$ cat src/inc/mpfs_pkg.sv
// Purpose: Constants and carriers for the shared pin function selector
// Assumes: 125 MHz core clock, AXI4-Lite register access, 8-bit byte address
// Notes:   Pin order is carrier sense, collision, mgmt data, mgmt clock, tx data 3
package mpfs_pkg;

   localparam int unsigned NPIN = 5;
   localparam int unsigned NEV  = 3;

   // Register byte addresses
   localparam logic [7:0] A_HWCFG    = 8'h00;
   localparam logic [7:0] A_GP_DIR   = 8'h04;
   localparam logic [7:0] A_GP_OD    = 8'h08;
   localparam logic [7:0] A_GP_OUT   = 8'h0C;
   localparam logic [7:0] A_GP_IN    = 8'h10;
   localparam logic [7:0] A_IRQ_STAT = 8'h14;
   localparam logic [7:0] A_IRQ_MASK = 8'h18;
   localparam logic [7:0] A_MODE     = 8'h1C;

   // Field positions
   localparam int unsigned HWCFG_VIS   = 0;
   localparam int unsigned HWCFG_PME   = 1;
   localparam int unsigned HWCFG_LWAKE = 2;
   localparam int unsigned EV_LINK     = 0;
   localparam int unsigned EV_COL      = 1;
   localparam int unsigned EV_CRS      = 2;
   localparam int unsigned MODE_EXT    = 0;
   localparam int unsigned MODE_PSEL   = 1;
   localparam int unsigned MODE_KNOWN  = 2;

   // Reset values
   localparam logic [2:0] HWCFG_RST = 3'h0;
   localparam logic [7:0] GP_RST    = 8'h00;
   localparam logic [2:0] MASK_RST  = 3'h0;

   // Cycles after reset release before the mode strap is trusted
   localparam logic [1:0] CAP_CYCLES = 2'h3;

   // Pin indices and the general purpose number each pin carries
   localparam int unsigned P_CRS  = 0;
   localparam int unsigned P_COL  = 1;
   localparam int unsigned P_MDIO = 2;
   localparam int unsigned P_MDC  = 3;
   localparam int unsigned P_TXD3 = 4;
   localparam logic [2:0] GP_OF_PIN [NPIN] = '{3'h3, 3'h0, 3'h1, 3'h2, 3'h7};

   localparam logic [1:0] RESP_OKAY   = 2'h0;
   localparam logic [1:0] RESP_SLVERR = 2'h2;

   typedef struct packed {
      logic        awvalid;
      logic [7:0]  awaddr;
      logic        wvalid;
      logic [31:0] wdata;
      logic [3:0]  wstrb;
      logic        bready;
      logic        arvalid;
      logic [7:0]  araddr;
      logic        rready;
   } mpfs_axi_req_t;

   typedef struct packed {
      logic        awready;
      logic        wready;
      logic        bvalid;
      logic [1:0]  bresp;
      logic        arready;
      logic        rvalid;
      logic [31:0] rdata;
      logic [1:0]  rresp;
   } mpfs_axi_rsp_t;

   typedef struct packed {
      logic [NPIN-1:0] o;
      logic [NPIN-1:0] oe;
   } mpfs_pins_t;

   typedef struct packed {
      logic mdio_o;
      logic mdio_oe;
      logic mdc;
      logic txd3;
   } mpfs_mac_drv_t;

   typedef struct packed {
      logic crs;
      logic col;
      logic mdio_i;
   } mpfs_mac_rcv_t;

endpackage
$ cat src/hw/mpfs_top.sv
// Purpose: Function select for five shared interface / general purpose pins
// Assumes: Mode strap and pins are asynchronous; MAC and internal signals on clk
// Notes:   Registers over AXI4-Lite; one level interrupt from sticky events
`timescale 1ns/1ps

module mpfs_top (
   input  wire logic                   clk,
   input  wire logic                   rst_n,
   input  wire logic                   ext_mode_strap,
   input  wire mpfs_pkg::mpfs_axi_req_t axi_req,
   output mpfs_pkg::mpfs_axi_rsp_t      axi_rsp,
   input  wire logic [4:0]              pin_i,
   output mpfs_pkg::mpfs_pins_t         pin_q,
   input  wire logic [4:0]              mii_int,
   input  wire mpfs_pkg::mpfs_mac_drv_t mac_drv,
   output mpfs_pkg::mpfs_mac_rcv_t      mac_rcv_q,
   input  wire logic                   pme_signal,
   output logic                        power_event_mode_select_q,
   output logic                        irq_q
);

   ////////////////////////////////////////////////////////////////////////////////
   // Helpers
   function automatic logic [4:0] gp_to_pin(input logic [7:0] r);
      logic [4:0] v;
      v = '0;
      for (int i = 0; i < 5; i++) begin
         v[i] = r[mpfs_pkg::GP_OF_PIN[i]];
      end
      return v;
   endfunction

   function automatic logic [7:0] pin_to_gp(input logic [4:0] p);
      logic [7:0] v;
      v = '0;
      for (int i = 0; i < 5; i++) begin
         v[mpfs_pkg::GP_OF_PIN[i]] = p[i];
      end
      return v;
   endfunction

   ////////////////////////////////////////////////////////////////////////////////
   // Synchronisers
   logic [4:0] pin_s1_q;
   logic [4:0] pin_s2_q;
   logic [4:0] pin_s3_q;
   logic       strap_s1_q;
   logic       strap_s2_q;
   always_ff @(posedge clk or negedge rst_n) begin
      if (!rst_n) begin
         pin_s1_q   <= 5'h00;
         pin_s2_q   <= 5'h00;
         pin_s3_q   <= 5'h00;
         strap_s1_q <= 1'b0;
         strap_s2_q <= 1'b0;
      end else begin
         pin_s1_q   <= pin_i;
         pin_s2_q   <= pin_s1_q;
         pin_s3_q   <= pin_s2_q;
         strap_s1_q <= ext_mode_strap;
         strap_s2_q <= strap_s1_q;
      end
   end

   ////////////////////////////////////////////////////////////////////////////////
   // Mode capture, frozen until the next reset
   logic [1:0] cap_cnt_q;
   logic       known_q;
   logic       ext_q;
   always_ff @(posedge clk or negedge rst_n) begin
      if (!rst_n) begin
         cap_cnt_q <= 2'h0;
         known_q   <= 1'b0;
         ext_q     <= 1'b0;
      end else if (!known_q) begin
         // Wait out the synchroniser so a stale reset value is never captured
         if (cap_cnt_q == mpfs_pkg::CAP_CYCLES) begin
            known_q <= 1'b1;
            ext_q   <= strap_s2_q;
         end else begin
            cap_cnt_q <= cap_cnt_q + 2'h1;
         end
      end
   end

   ////////////////////////////////////////////////////////////////////////////////
   // Registers
   logic [2:0] hwcfg_q;
   logic [7:0] gp_dir_q;
   logic [7:0] gp_od_q;
   logic [7:0] gp_out_q;
   logic [2:0] stat_q;
   logic [2:0] mask_q;
   logic       aw_got_q;
   logic       w_got_q;
   logic [7:0] awaddr_q;
   logic [7:0] wdata_q;
   logic       wstrb0_q;
   logic       bvalid_q;
   logic [1:0] bresp_q;
   logic       rvalid_q;
   logic [31:0] rdata_q;
   logic [1:0] rresp_q;
   logic       aw_hs;
   logic       w_hs;
   logic       wr_go;
   logic [7:0] wr_addr;
   logic [7:0] wr_data;
   logic       wr_en;
   logic       ar_hs;
   logic       wr_ok;
   assign axi_rsp.awready = !aw_got_q && !bvalid_q;
   assign axi_rsp.wready  = !w_got_q && !bvalid_q;
   assign axi_rsp.bvalid  = bvalid_q;
   assign axi_rsp.bresp   = bresp_q;
   assign axi_rsp.arready = !rvalid_q;
   assign axi_rsp.rvalid  = rvalid_q;
   assign axi_rsp.rdata   = rdata_q;
   assign axi_rsp.rresp   = rresp_q;
   assign aw_hs   = axi_req.awvalid && axi_rsp.awready;
   assign w_hs    = axi_req.wvalid && axi_rsp.wready;
   assign wr_go   = (aw_got_q || aw_hs) && (w_got_q || w_hs);
   assign wr_addr = aw_got_q ? awaddr_q : axi_req.awaddr;
   assign wr_data = w_got_q ? wdata_q : axi_req.wdata[7:0];
   assign wr_en   = wr_go && (w_got_q ? wstrb0_q : axi_req.wstrb[0]);
   assign ar_hs   = axi_req.arvalid && axi_rsp.arready;
   always_comb begin
      case (wr_addr)
         mpfs_pkg::A_HWCFG, mpfs_pkg::A_GP_DIR, mpfs_pkg::A_GP_OD,
         mpfs_pkg::A_GP_OUT, mpfs_pkg::A_GP_IN, mpfs_pkg::A_IRQ_STAT,
         mpfs_pkg::A_IRQ_MASK, mpfs_pkg::A_MODE: wr_ok = 1'b1;
         default: wr_ok = 1'b0;
      endcase
   end

   // Write channel: address and data in either order, response after both
   always_ff @(posedge clk or negedge rst_n) begin
      if (!rst_n) begin
         aw_got_q <= 1'b0;
         w_got_q  <= 1'b0;
         awaddr_q <= 8'h00;
         wdata_q  <= 8'h00;
         wstrb0_q <= 1'b0;
         bvalid_q <= 1'b0;
         bresp_q  <= mpfs_pkg::RESP_OKAY;
      end else begin
         if (aw_hs) begin
            awaddr_q <= axi_req.awaddr;
         end
         if (w_hs) begin
            wdata_q  <= axi_req.wdata[7:0];
            wstrb0_q <= axi_req.wstrb[0];
         end
         if (wr_go) begin
            aw_got_q <= 1'b0;
            w_got_q  <= 1'b0;
            bvalid_q <= 1'b1;
            bresp_q  <= wr_ok ? mpfs_pkg::RESP_OKAY : mpfs_pkg::RESP_SLVERR;
         end else begin
            aw_got_q <= aw_got_q || aw_hs;
            w_got_q  <= w_got_q || w_hs;
            if (bvalid_q && axi_req.bready) begin
               bvalid_q <= 1'b0;
            end
         end
      end
   end

   // Software writable configuration
   always_ff @(posedge clk or negedge rst_n) begin
      if (!rst_n) begin
         hwcfg_q  <= mpfs_pkg::HWCFG_RST;
         gp_dir_q <= mpfs_pkg::GP_RST;
         gp_od_q  <= mpfs_pkg::GP_RST;
         gp_out_q <= mpfs_pkg::GP_RST;
         mask_q   <= mpfs_pkg::MASK_RST;
      end else if (wr_en) begin
         case (wr_addr)
            mpfs_pkg::A_HWCFG:    hwcfg_q  <= wr_data[2:0];
            mpfs_pkg::A_GP_DIR:   gp_dir_q <= pin_to_gp(gp_to_pin(wr_data));
            mpfs_pkg::A_GP_OD:    gp_od_q  <= pin_to_gp(gp_to_pin(wr_data));
            mpfs_pkg::A_GP_OUT:   gp_out_q <= pin_to_gp(gp_to_pin(wr_data));
            mpfs_pkg::A_IRQ_MASK: mask_q   <= wr_data[2:0];
            default: ;
         endcase
      end
   end

   // Read channel: one cycle to data, held until taken
   always_ff @(posedge clk or negedge rst_n) begin
      if (!rst_n) begin
         rvalid_q <= 1'b0;
         rdata_q  <= 32'h0000_0000;
         rresp_q  <= mpfs_pkg::RESP_OKAY;
      end else if (ar_hs) begin
         rvalid_q <= 1'b1;
         rresp_q  <= mpfs_pkg::RESP_OKAY;
         rdata_q  <= 32'h0000_0000;
         case (axi_req.araddr)
            mpfs_pkg::A_HWCFG:    rdata_q[2:0] <= hwcfg_q;
            mpfs_pkg::A_GP_DIR:   rdata_q[7:0] <= gp_dir_q;
            mpfs_pkg::A_GP_OD:    rdata_q[7:0] <= gp_od_q;
            mpfs_pkg::A_GP_OUT:   rdata_q[7:0] <= gp_out_q;
            mpfs_pkg::A_GP_IN:    rdata_q[7:0] <= pin_to_gp(pin_s2_q);
            mpfs_pkg::A_IRQ_STAT: rdata_q[2:0] <= stat_q;
            mpfs_pkg::A_IRQ_MASK: rdata_q[2:0] <= mask_q;
            mpfs_pkg::A_MODE:     rdata_q[2:0] <= {known_q, power_event_mode_select_q, ext_q};
            default:              rresp_q      <= mpfs_pkg::RESP_SLVERR;
         endcase
      end else if (rvalid_q && axi_req.rready) begin
         rvalid_q <= 1'b0;
      end
   end

   ////////////////////////////////////////////////////////////////////////////////
   // Events and interrupt
   logic       int_mode;
   logic       pme_on;
   logic [2:0] ev;
   assign int_mode = known_q && !ext_q;
   assign pme_on   = int_mode && hwcfg_q[mpfs_pkg::HWCFG_PME];
   always_comb begin
      ev = 3'h0;
      // Wake only counts while pin four (general purpose seven) is an input
      ev[mpfs_pkg::EV_LINK] = int_mode && hwcfg_q[mpfs_pkg::HWCFG_LWAKE]
         && !gp_dir_q[mpfs_pkg::GP_OF_PIN[mpfs_pkg::P_TXD3]]
         && pin_s2_q[mpfs_pkg::P_TXD3] && !pin_s3_q[mpfs_pkg::P_TXD3];
      ev[mpfs_pkg::EV_COL] = known_q && ext_q
         && pin_s2_q[mpfs_pkg::P_COL] && !pin_s3_q[mpfs_pkg::P_COL];
      ev[mpfs_pkg::EV_CRS] = known_q && ext_q
         && pin_s2_q[mpfs_pkg::P_CRS] && !pin_s3_q[mpfs_pkg::P_CRS];
   end

   // Set beats a same-cycle write-one clear
   always_ff @(posedge clk or negedge rst_n) begin
      if (!rst_n) begin
         stat_q <= 3'h0;
      end else if (wr_en && wr_addr == mpfs_pkg::A_IRQ_STAT) begin
         stat_q <= (stat_q & ~wr_data[2:0]) | ev;
      end else begin
         stat_q <= stat_q | ev;
      end
   end

   always_ff @(posedge clk or negedge rst_n) begin
      if (!rst_n) begin
         irq_q <= 1'b0;
      end else begin
         irq_q <= |(stat_q & mask_q);
      end
   end

   ////////////////////////////////////////////////////////////////////////////////
   // Pin function select
   logic [4:0] g_dir;
   logic [4:0] g_od;
   logic [4:0] g_out;
   mpfs_pkg::mpfs_pins_t pin_d;
   assign g_dir = gp_to_pin(gp_dir_q);
   assign g_od  = gp_to_pin(gp_od_q);
   assign g_out = gp_to_pin(gp_out_q);
   // Priority: undecided mode, external, power event, visibility, general purpose
   always_comb begin
      pin_d = '0;
      for (int i = 0; i < 5; i++) begin
         logic dat;
         logic dir;
         dat = g_out[i];
         dir = g_dir[i];
         if (!known_q) begin
            // All pins float until the strap is captured
            pin_d.oe[i] = 1'b0;
         end else if (ext_q) begin
            if (i == mpfs_pkg::P_MDIO) begin
               pin_d.o[i]  = mac_drv.mdio_o;
               pin_d.oe[i] = mac_drv.mdio_oe;
            end else if (i == mpfs_pkg::P_MDC) begin
               pin_d.o[i]  = mac_drv.mdc;
               pin_d.oe[i] = 1'b1;
            end else if (i == mpfs_pkg::P_TXD3) begin
               pin_d.o[i]  = mac_drv.txd3;
               pin_d.oe[i] = 1'b1;
            end
         end else if (pme_on && i == mpfs_pkg::P_MDIO) begin
            pin_d.oe[i] = 1'b0;
         end else if (hwcfg_q[mpfs_pkg::HWCFG_VIS] && !(pme_on && i == mpfs_pkg::P_COL)) begin
            pin_d.o[i]  = mii_int[i];
            pin_d.oe[i] = 1'b1;
         end else begin
            if (pme_on && i == mpfs_pkg::P_COL) begin
               dat = pme_signal;
               dir = 1'b1;
            end
            // Open drain only ever pulls low
            pin_d.o[i]  = g_od[i] ? 1'b0 : dat;
            pin_d.oe[i] = g_od[i] ? (dir && !dat) : dir;
         end
      end
   end

   always_ff @(posedge clk or negedge rst_n) begin
      if (!rst_n) begin
         pin_q <= '0;
      end else begin
         pin_q <= pin_d;
      end
   end

   ////////////////////////////////////////////////////////////////////////////////
   // Inputs toward the MAC and power-event logic
   always_ff @(posedge clk or negedge rst_n) begin
      if (!rst_n) begin
         mac_rcv_q                 <= '0;
         power_event_mode_select_q <= 1'b0;
      end else begin
         mac_rcv_q.crs    <= known_q && ext_q && pin_s2_q[mpfs_pkg::P_CRS];
         mac_rcv_q.col    <= known_q && ext_q && pin_s2_q[mpfs_pkg::P_COL];
         mac_rcv_q.mdio_i <= known_q && ext_q && pin_s2_q[mpfs_pkg::P_MDIO];
         power_event_mode_select_q <= pme_on && pin_s2_q[mpfs_pkg::P_MDIO];
      end
   end

endmodule

$ cat config.mk
export PLATFORM = sky130hd
export DESIGN_NAME = mpfs_top
export DESIGN_NICKNAME = d
export VERILOG_FILES = /design/src/inc/mpfs_pkg.sv /design/src/hw/mpfs_top.sv
export SDC_FILE = /design/constraint.sdc
export NUM_CORES = 1
export LEC_CHECK = 0
export BUFFER_PORTS_ARGS = -buffer_cell sky130_fd_sc_hd__buf_2
export CAP_MARGIN = 10
export CORE_MARGIN = 4
export CORE_UTILIZATION = 40
export CTS_CLUSTER_DIAMETER = 150
export CTS_CLUSTER_SIZE = 16
export DETAILED_ROUTE_END_ITERATION = 10
export PLACE_DENSITY_LB_ADDON = 0.25
export SYNTH_ARGS = -nofsm -noshare
export SYNTH_HDL_FRONTEND = slang
export SYNTH_SLANG_ARGS = --single-unit
export TNS_END_PERCENT = 100
$ cat constraint.sdc
create_clock -name clk -period 4.1 [get_ports clk]
set_input_delay 0.41 -clock clk [delete_from_list [all_inputs] [get_ports clk]]
set_output_delay 0.41 -clock clk [all_outputs]
set_load 0.005 [all_outputs]
==> qor_table.md, run 1 <==
| Quantity | Value |
| --- | --- |
| Post-CTS Setup Inserts | 0 |
| Number of max-cap violations | 0 |
| Number of global-route vias before repair | 2678 |
| Transition time at the pin with the least slew margin | 1040 ps |
| Floorplan Core Area | 9370 um2 |
| Pins over their slew limit | 0 |
| Die span in x | 107 um |
| Iteration-0 DRC count of the detailed router | 97 |
| Cell count of the worst hold path | 1 |
| Number of input and output port buffers inserted | 71 |
| Total design power | 2060 uW |
| Leading cell types in the layout, fill and taps excluded | 83 x dfrtp_1, 70 x buf_2, 43 x mux2_2 |
| Setup slack after placement | 1680 ps |
| Net switching share of the total power | 31.7% |
| Count of pins on the block boundary | 131 |
| Comb pwr share | 22.5% |
| DIE HEIGHT | 107 um |
| Num rows | 35 |
| Final worst slack | 1650 ps |
| Clock tree from TritonCTS | yes |
| Final Instance Area | 4420 um2 |
| Reg-to-Reg Start | aw_got_q$_DFF_PN0_ |
| First-pass GRT wire length | 13400 um |
| Worst hold start | pin_i[1] |
| Leakage power total | 0.00206 uW |
| RSZ-0062 raised after global routing | false |
| Final weighted congestion in routability-driven placement | 0.849 |
| Initial DRT Pass Iterations | 4 |
| Layout Utilization | 47.1% |
| Sum of negative setup slack | 0 ps |
| Fraction of the mapped netlist area in simple logic gates | 12.0% |
| Mapped Avg Cell Area | 11.8 um2 |
| Main synth FF type | dfrtp_1 |
| Global-route usage over all layers | 15.0% |
| Portion of total power attributed to sequential cells | 51.4% |
| Internal | 1400 uW |
| Critical path endpoint category | flip-flop |
| Final Routed Wirelength | 8280 um |
| Number of antenna repair diodes | 0 |
| H-tree Lvls | 3 |
| HPWL after detailed placement | 5940 um |
| Cell variety after synth | 47 |
| Async set-or-reset flop fraction in the synthesized netlist | 100% |
| Proportion of layout cells with a drive suffix above 1 | 34.1% |
| Critical path fanouts, max | 13 |
| Hold Path End | pin_s1_q[1]$_DFF_PN0_ |
| Count of filler cells inserted in the layout | 888 |
| Final Hold Viols | 0 |
| Most common cell after layout, fill and taps aside | dfrtp_1 |
| Pwr/cell area | 465 nW/um2 |
| Post-route DRC | 0 |
| Number of synthesized register bits | 83 |
| Overall die area | 11400 um2 |
| Switching power | 651 uW |
| Number of setup violations in the final report | 0 |
| Instance count of the mapped netlist | 330 |
| Total clock sinks | 83 |
| Fmax achieved | 0.408 GHz |
| GRT Residual Overflow | 0 |
| Post-detailed-placement cell area | 4240 um2 |
| Layout Area Growth over Synthesis | 13.2% |
| Post-synthesis instance area | 3900 um2 |
| Xor/xnor share of the synthesized area | 0.224% |
| Wire length per cell | 15.6 um |
| Initial standard-cell utilization of the core | 41.7% |
| Worst ir drop on vdd | 0.000169 V |
| CP Data Required Time | 4340 ps |
| Clock share of power | 26.2% |
| Via count | 2625 |
| Post-synthesis mux area share | 15.9% |
| Launch point of the worst path | aw_got_q$_DFF_PN0_ |
| Number of buffers on the longest clock path | 2 |
| Worst Skew | 10.5 ps |
| Status | complete, no violations |
| Nets | 473 |
| Average vias per placed instance | 4.94 |
| Maximum number of pins on one net before global-route repair | 84 |
| Worst hold-check path type | in -> reg |
| Setup slack of the most critical reg-to-reg path | 1650 ps |
| EDFF count, synth | 0 |
| Clock network latency to the later pin of the worst-skew pair | 360 ps |
| Clock buffers created by TritonCTS | 9 |
| Startpoint type of the worst setup path | flip-flop |
| Antenna Nets Post-Route | 0 |
| Worst slew margin relative to its limit | 30.8% |
| Number of cells on the worst reg-to-reg path | 4 |
| Clock root buffer | clkbuf_8 |
| Critical Setup Path Class | reg -> reg |
| Cts repair resizes | 0 |
| Compound-cell area share of the yosys netlist | 9.71% |
| Initial antenna violation count | 0 |
| Share of the clock period used by the worst path | 59.8% |
| Warning count from the yosys run | 0 |
| Number of buffers inserted for hold repair after clock tree synthesis | 0 |
| Adder-cell share of the synthesized area | 0.321% |
| Reg clk slew, reported paths | 90 ps |
| Worst reg2reg endpoint | gp_od_q[3]$_DFFE_PN0P_ |
| Fraction of the yosys area taken by sequential cells | 53.2% |
| Post-route minimum period | 2450 ps |
| Dominant combinational cell family by area after synthesis | multiplexers |
| Arrival time reported for the critical path endpoint | 2690 ps |
[synth_stat cells (2+ instances only)]
cell type	count	share of area (%)
dfrtp_1	83	53
mux2_2	43	12
buf_4	31	6.0
nand2_1	16	1.5
a21oi_1	13	1.7
inv_1	13	1.3
nor2_1	13	1.3
clkbuf_1	10	0.96
nand3b_1	10	1.9
mux2i_1	9	2.3
o21ai_0	9	1.2
and2_1	7	1.1
nand3_1	6	0.77
nand2b_1	5	0.80
nor3b_1	5	0.96
nor2b_1	4	0.64
o41ai_1	4	0.90
a21boi_0	3	0.58
a22oi_1	3	0.58
nand4_1	3	0.48
nor3_1	3	0.38
o22ai_1	3	0.48
a211oi_1	2	0.38
a31oi_1	2	0.32
mux4_2	2	1.2
o211ai_1	2	0.38
o21a_1	2	0.38
o31a_1	2	0.45
o31ai_1	2	0.38
or3_1	2	0.32
or4_1	2	0.38
[power by group through the flow]
stage,logic (uW),clock network [uW],registers (uW)
global placement,454,0,1070
global route,512,589,1080
finish,462,538,1060
detailed placement,465,0,1070
floorplan,383,0,1030
CTS,467,549,1060
[flip-flops by register name, summed over array words and instances, names as in the netlist, 2 cells and up]
| register | flops |
|---|---|
| pin_q | 10 |
| awaddr_q | 8 |
| gp_dir_q | 5 |
| gp_od_q | 5 |
| gp_out_q | 5 |
| pin_s1_q | 5 |
| pin_s2_q | 5 |
| rdata_q | 5 |
| wdata_q | 5 |
| hwcfg_q | 3 |
| mac_rcv_q | 3 |
| mask_q | 3 |
| pin_s3_q | 3 |
| stat_q | 3 |
| cap_cnt_q | 2 |
[critical path: stages, from the launching register on]
cell and delay (ps):
dfrtp_1 530, or3_1 500, a2111oi_4 480, nand4_1 430, mux2_2 410
[stage by stage]
stage / instances / hold WS [ps]
2_1_floorplan: 358 / 114
3_3_place_gp: 515 / 334
3_5_place_dp: 515 / 335
4_1_cts: 531 / 138
5_1_grt: 531 / 128
6_report: 531 / 150
[logic make-up after synthesis]
logic type	after synthesis
compound gates	53
xor+xnor	1
fa+ha+maj	1
buf+inv	56
flops	83
mux	54
other cells	1
simple gates	81
[worst max-delay path by stage]
stage	slack [ps]	to	depth (start not counted)
final	1650	gp_od_q[3]$_DFFE_PN0P_	4
after global routing	1540	gp_od_q[7]$_DFFE_PN0P_	4
after CTS	1650	gp_od_q[3]$_DFFE_PN0P_	4
after detailed placement	1680	gp_od_q[7]$_DFFE_PN0P_	4
after global placement	1670	gp_od_q[1]$_DFFE_PN0P_	4
after floorplan	1960	mask_q[0]$_DFFE_PN0P_	4
[layer usage]
metal	wire [um]	vias up	track usage, %
li1	-	1245	-
met1	3840	1291	20.3
met2	3830	79	23.4
met3	491	10	4.27
met4	117	0	4.66
met5	0	-	0
[area by class of cell]
class	instances	area [um2]	share of cell area (%)
clock buffer	9	124	2.80
clock inverter	7	52.6	1.19
inverter	13	48.8	1.10
multi-input combinational	219	1600	36.1
sequential	83	2080	47.0
tap	129	161	3.65
timing repair buffer	71	358	8.10
Power figures use the tool's default switching activity.
==> run 2: changes to the inputs <==
clock period = 2.5 ns   (was 4.1 ns; I/O delays follow)
==> run 2 against run 1 <==
Compared with the run above:
- critical path depth stayed put
- sequential share of layout area is 1.7 points lower
- final area is 3.7% higher
- register-to-register slack worse by 1400 ps
- clock power is 100% higher
- hold slack worse by 84 ps
- final cell count is 2.4% higher
- largest power group unchanged
==> qor_table.md, run 2 (synthesis gave the netlist of run 1 again) <==
| Quantity | Value | Delta |
| --- | --- | --- |
| Status | complete, no violations |  |
| GRT Residual Overflow | 0 | unchanged |
| Wire length per cell | 15.3 um | -1.6% |
| Sum of negative setup slack | 0 ps | unchanged |
| Clock tree from TritonCTS | yes |  |
| Slowest CP cell | a2111o_1 |  |
| Average vias per placed instance | 4.89 | -1.1% |
| Number of max-cap violations | 0 | unchanged |
| Most common cell after layout, fill and taps aside | dfrtp_1 |  |
| Critical path cell sequence | or3_1, a2111o_1, nor4_4, mux2_2 |  |
| RSZ-0062 raised after global routing | false |  |
| Startpoint type of the worst setup path | flip-flop |  |
| CP Data Required Time | 2740 ps | -1600 ps |
| First-pass GRT wire length | 13400 um | +0.21% |
| Critical Setup Path Class | reg -> reg |  |
| Total clock sinks | 83 | unchanged |
| Arrival time reported for the critical path endpoint | 2500 ps | -190 ps |
| Clock buffers created by TritonCTS | 9 | unchanged |
| Proportion of layout cells with a drive suffix above 1 | 34.5% | +0.38 points |
| Number of antenna repair diodes | 0 | unchanged |
| Pins over their slew limit | 0 | unchanged |
| Post-route minimum period | 2260 ps | -189 ps |
| Share of the clock period used by the worst path | 90.5% | +31 points |
| Cts repair resizes | 0 | unchanged |
| Transition time at the pin with the least slew margin | 611 ps | -427 ps |
| Post-CTS Setup Inserts | 0 | unchanged |
| Num rows | 35 | unchanged |
| Count of pins on the block boundary | 131 | unchanged |
| HPWL after detailed placement | 6240 um | +5.0% |
| Number of global-route vias before repair | 2626 | -1.9% |
| Iteration-0 DRC count of the detailed router | 117 | +21% |
| Final Routed Wirelength | 8350 um | +0.86% |
| Post-route DRC | 0 | unchanged |
| Floorplan Core Area | 9370 um2 | unchanged |
| Clock network latency to the later pin of the worst-skew pair | 350 ps | about the same |
| Biggest registers after layout | pin_q (10), awaddr_q (8) |  |
| Critical path fanouts, max | 5 | -8 |
| Nets | 486 | +2.7% |
| Number of input and output port buffers inserted | 71 | unchanged |
| Initial DRT Pass Iterations | 4 | unchanged |
| Worst slew margin relative to its limit | 59.2% | +28 points |
| Worst Skew | 4.79 ps | -5.70 ps |
| Count of filler cells inserted in the layout | 869 | -2.1% |
| Crit-path max cell delay | 530 ps | about the same |
| Critical path endpoint category | flip-flop |  |
| Number of setup violations in the final report | 0 | unchanged |
| DIE HEIGHT | 107 um | unchanged |
| Via count | 2660 | +1.3% |
| Post-Route Hold Slack | 66.8 ps | -83.7 ps |
| Overall die area | 11400 um2 | unchanged |
| Final weighted congestion in routability-driven placement | 0.838 | -1.3% |
| Combined area of the multi-input logic cells | 1600 um2 | unchanged |
| Initial standard-cell utilization of the core | 41.7% | unchanged |
| Reg clk slew, reported paths | 80 ps | about the same |
| H-tree Lvls | 3 | unchanged |
| Global-route usage over all layers | 15.0% | +0.050 points |
| Leading cell types in the layout, fill and taps excluded | 83 x dfrtp_1, 70 x buf_2, 43 x mux2_2 |  |
| Fmax achieved | 0.442 GHz | +8.3% |
| Cell family with the largest share of critical-path delay | simple AND/OR/NAND/NOR gates |  |
| Layout Area Growth over Synthesis | 17.3% |  |
| Die span in x | 107 um | unchanged |
| Initial antenna violation count | 0 | unchanged |
| Most flops, register | pin_q |  |
| Pwr/cell area | 786 nW/um2 | +69% |
| Clock root buffer | clkbuf_8 |  |
| Final Hold Viols | 0 | unchanged |
| Worst ir drop on vdd | 0.000309 V | +83% |
| Leakage power total | 0.00215 uW | +4.3% |
| Number of buffers on the longest clock path | 2 | unchanged |
| Buffers plus inverters on the worst setup path | 0 | unchanged |
| Maximum number of pins on one net before global-route repair | 45 | -46% |
| Register Area | 2080 um2 | unchanged |
| Antenna Nets Post-Route | 0 | unchanged |
| Worst hold-check path type | in -> reg |  |
| Flip-flop count of the largest register, all copies and words added | 10 | unchanged |
run 2: changes by cell type in the layout (fill, tap and decap cells not counted):
cell and change:
clkinvlp_4 -3, bufinv_16 +2, dlygate4sd3_1 +7, buf_4 +6, inv_6 +1
run 2: path summary, 6_finish.rpt:
kind / startpoint / end / slack, ps / cells after the start
setup / recovery: aw_got_q$_DFF_PN0_ / mask_q[0]$_DFFE_PN0P_ / 240 / 4
hold / removal: axi_req[0] / rvalid_q$_DFFE_PN0P_ / 70 / 2
setup reg to reg: aw_got_q$_DFF_PN0_ / mask_q[0]$_DFFE_PN0P_ / 240 / 4
hold reg to reg: pin_s1_q[0]$_DFF_PN0_ / pin_s2_q[0]$_DFF_PN0_ / 360 / 0
max in group asynchronous: rst_n / pin_s2_q[1]$_DFF_PN0_ / 1370 / 3
min in group asynchronous: rst_n / gp_dir_q[2]$_DFFE_PN0P_ / 440 / 2
run 2: report_power, final:
part	switching [uW]	internal, uW
clock	506	571
combinational	398	406
sequential	159	1560
run 2: through the flow:
step | util, % | cells | setup WS, ps | power [uW] | cell area [um2]
after floorplan | - | 358 | 366 | 2310 | 4010
after detailed placement | 45.7 | 521 | 246 | 2550 | 4290
after CTS | 48.9 | 544 | 220 | 3640 | 4580
after global routing | 48.9 | 544 | 140 | 3800 | 4580
final | 48.9 | 544 | 238 | 3600 | 4580
after global placement | 45.7 | 521 | 260 | 2520 | 4290
run 2: repair_timing:
item,in CTS,in global routing
setup endpoints to repair,0,0
endpoints found under the hold margin,48,0
hold buffers,7,0
run 2: per-layer routing:
layer,wire (um),global-route usage (%)
met4,99,4.66
met5,0,0
met2,3970,24.0
met1,3810,20.6
met3,474,3.25
run 2: layout make-up:
type | count | area share, %
sequential | 83 | 45.4
multi-input combinational | 219 | 34.9
timing repair buffer | 84 | 10.3
tap | 129 | 3.52
clock buffer | 9 | 2.70
clock inverter | 7 | 2.16
inverter | 13 | 1.07
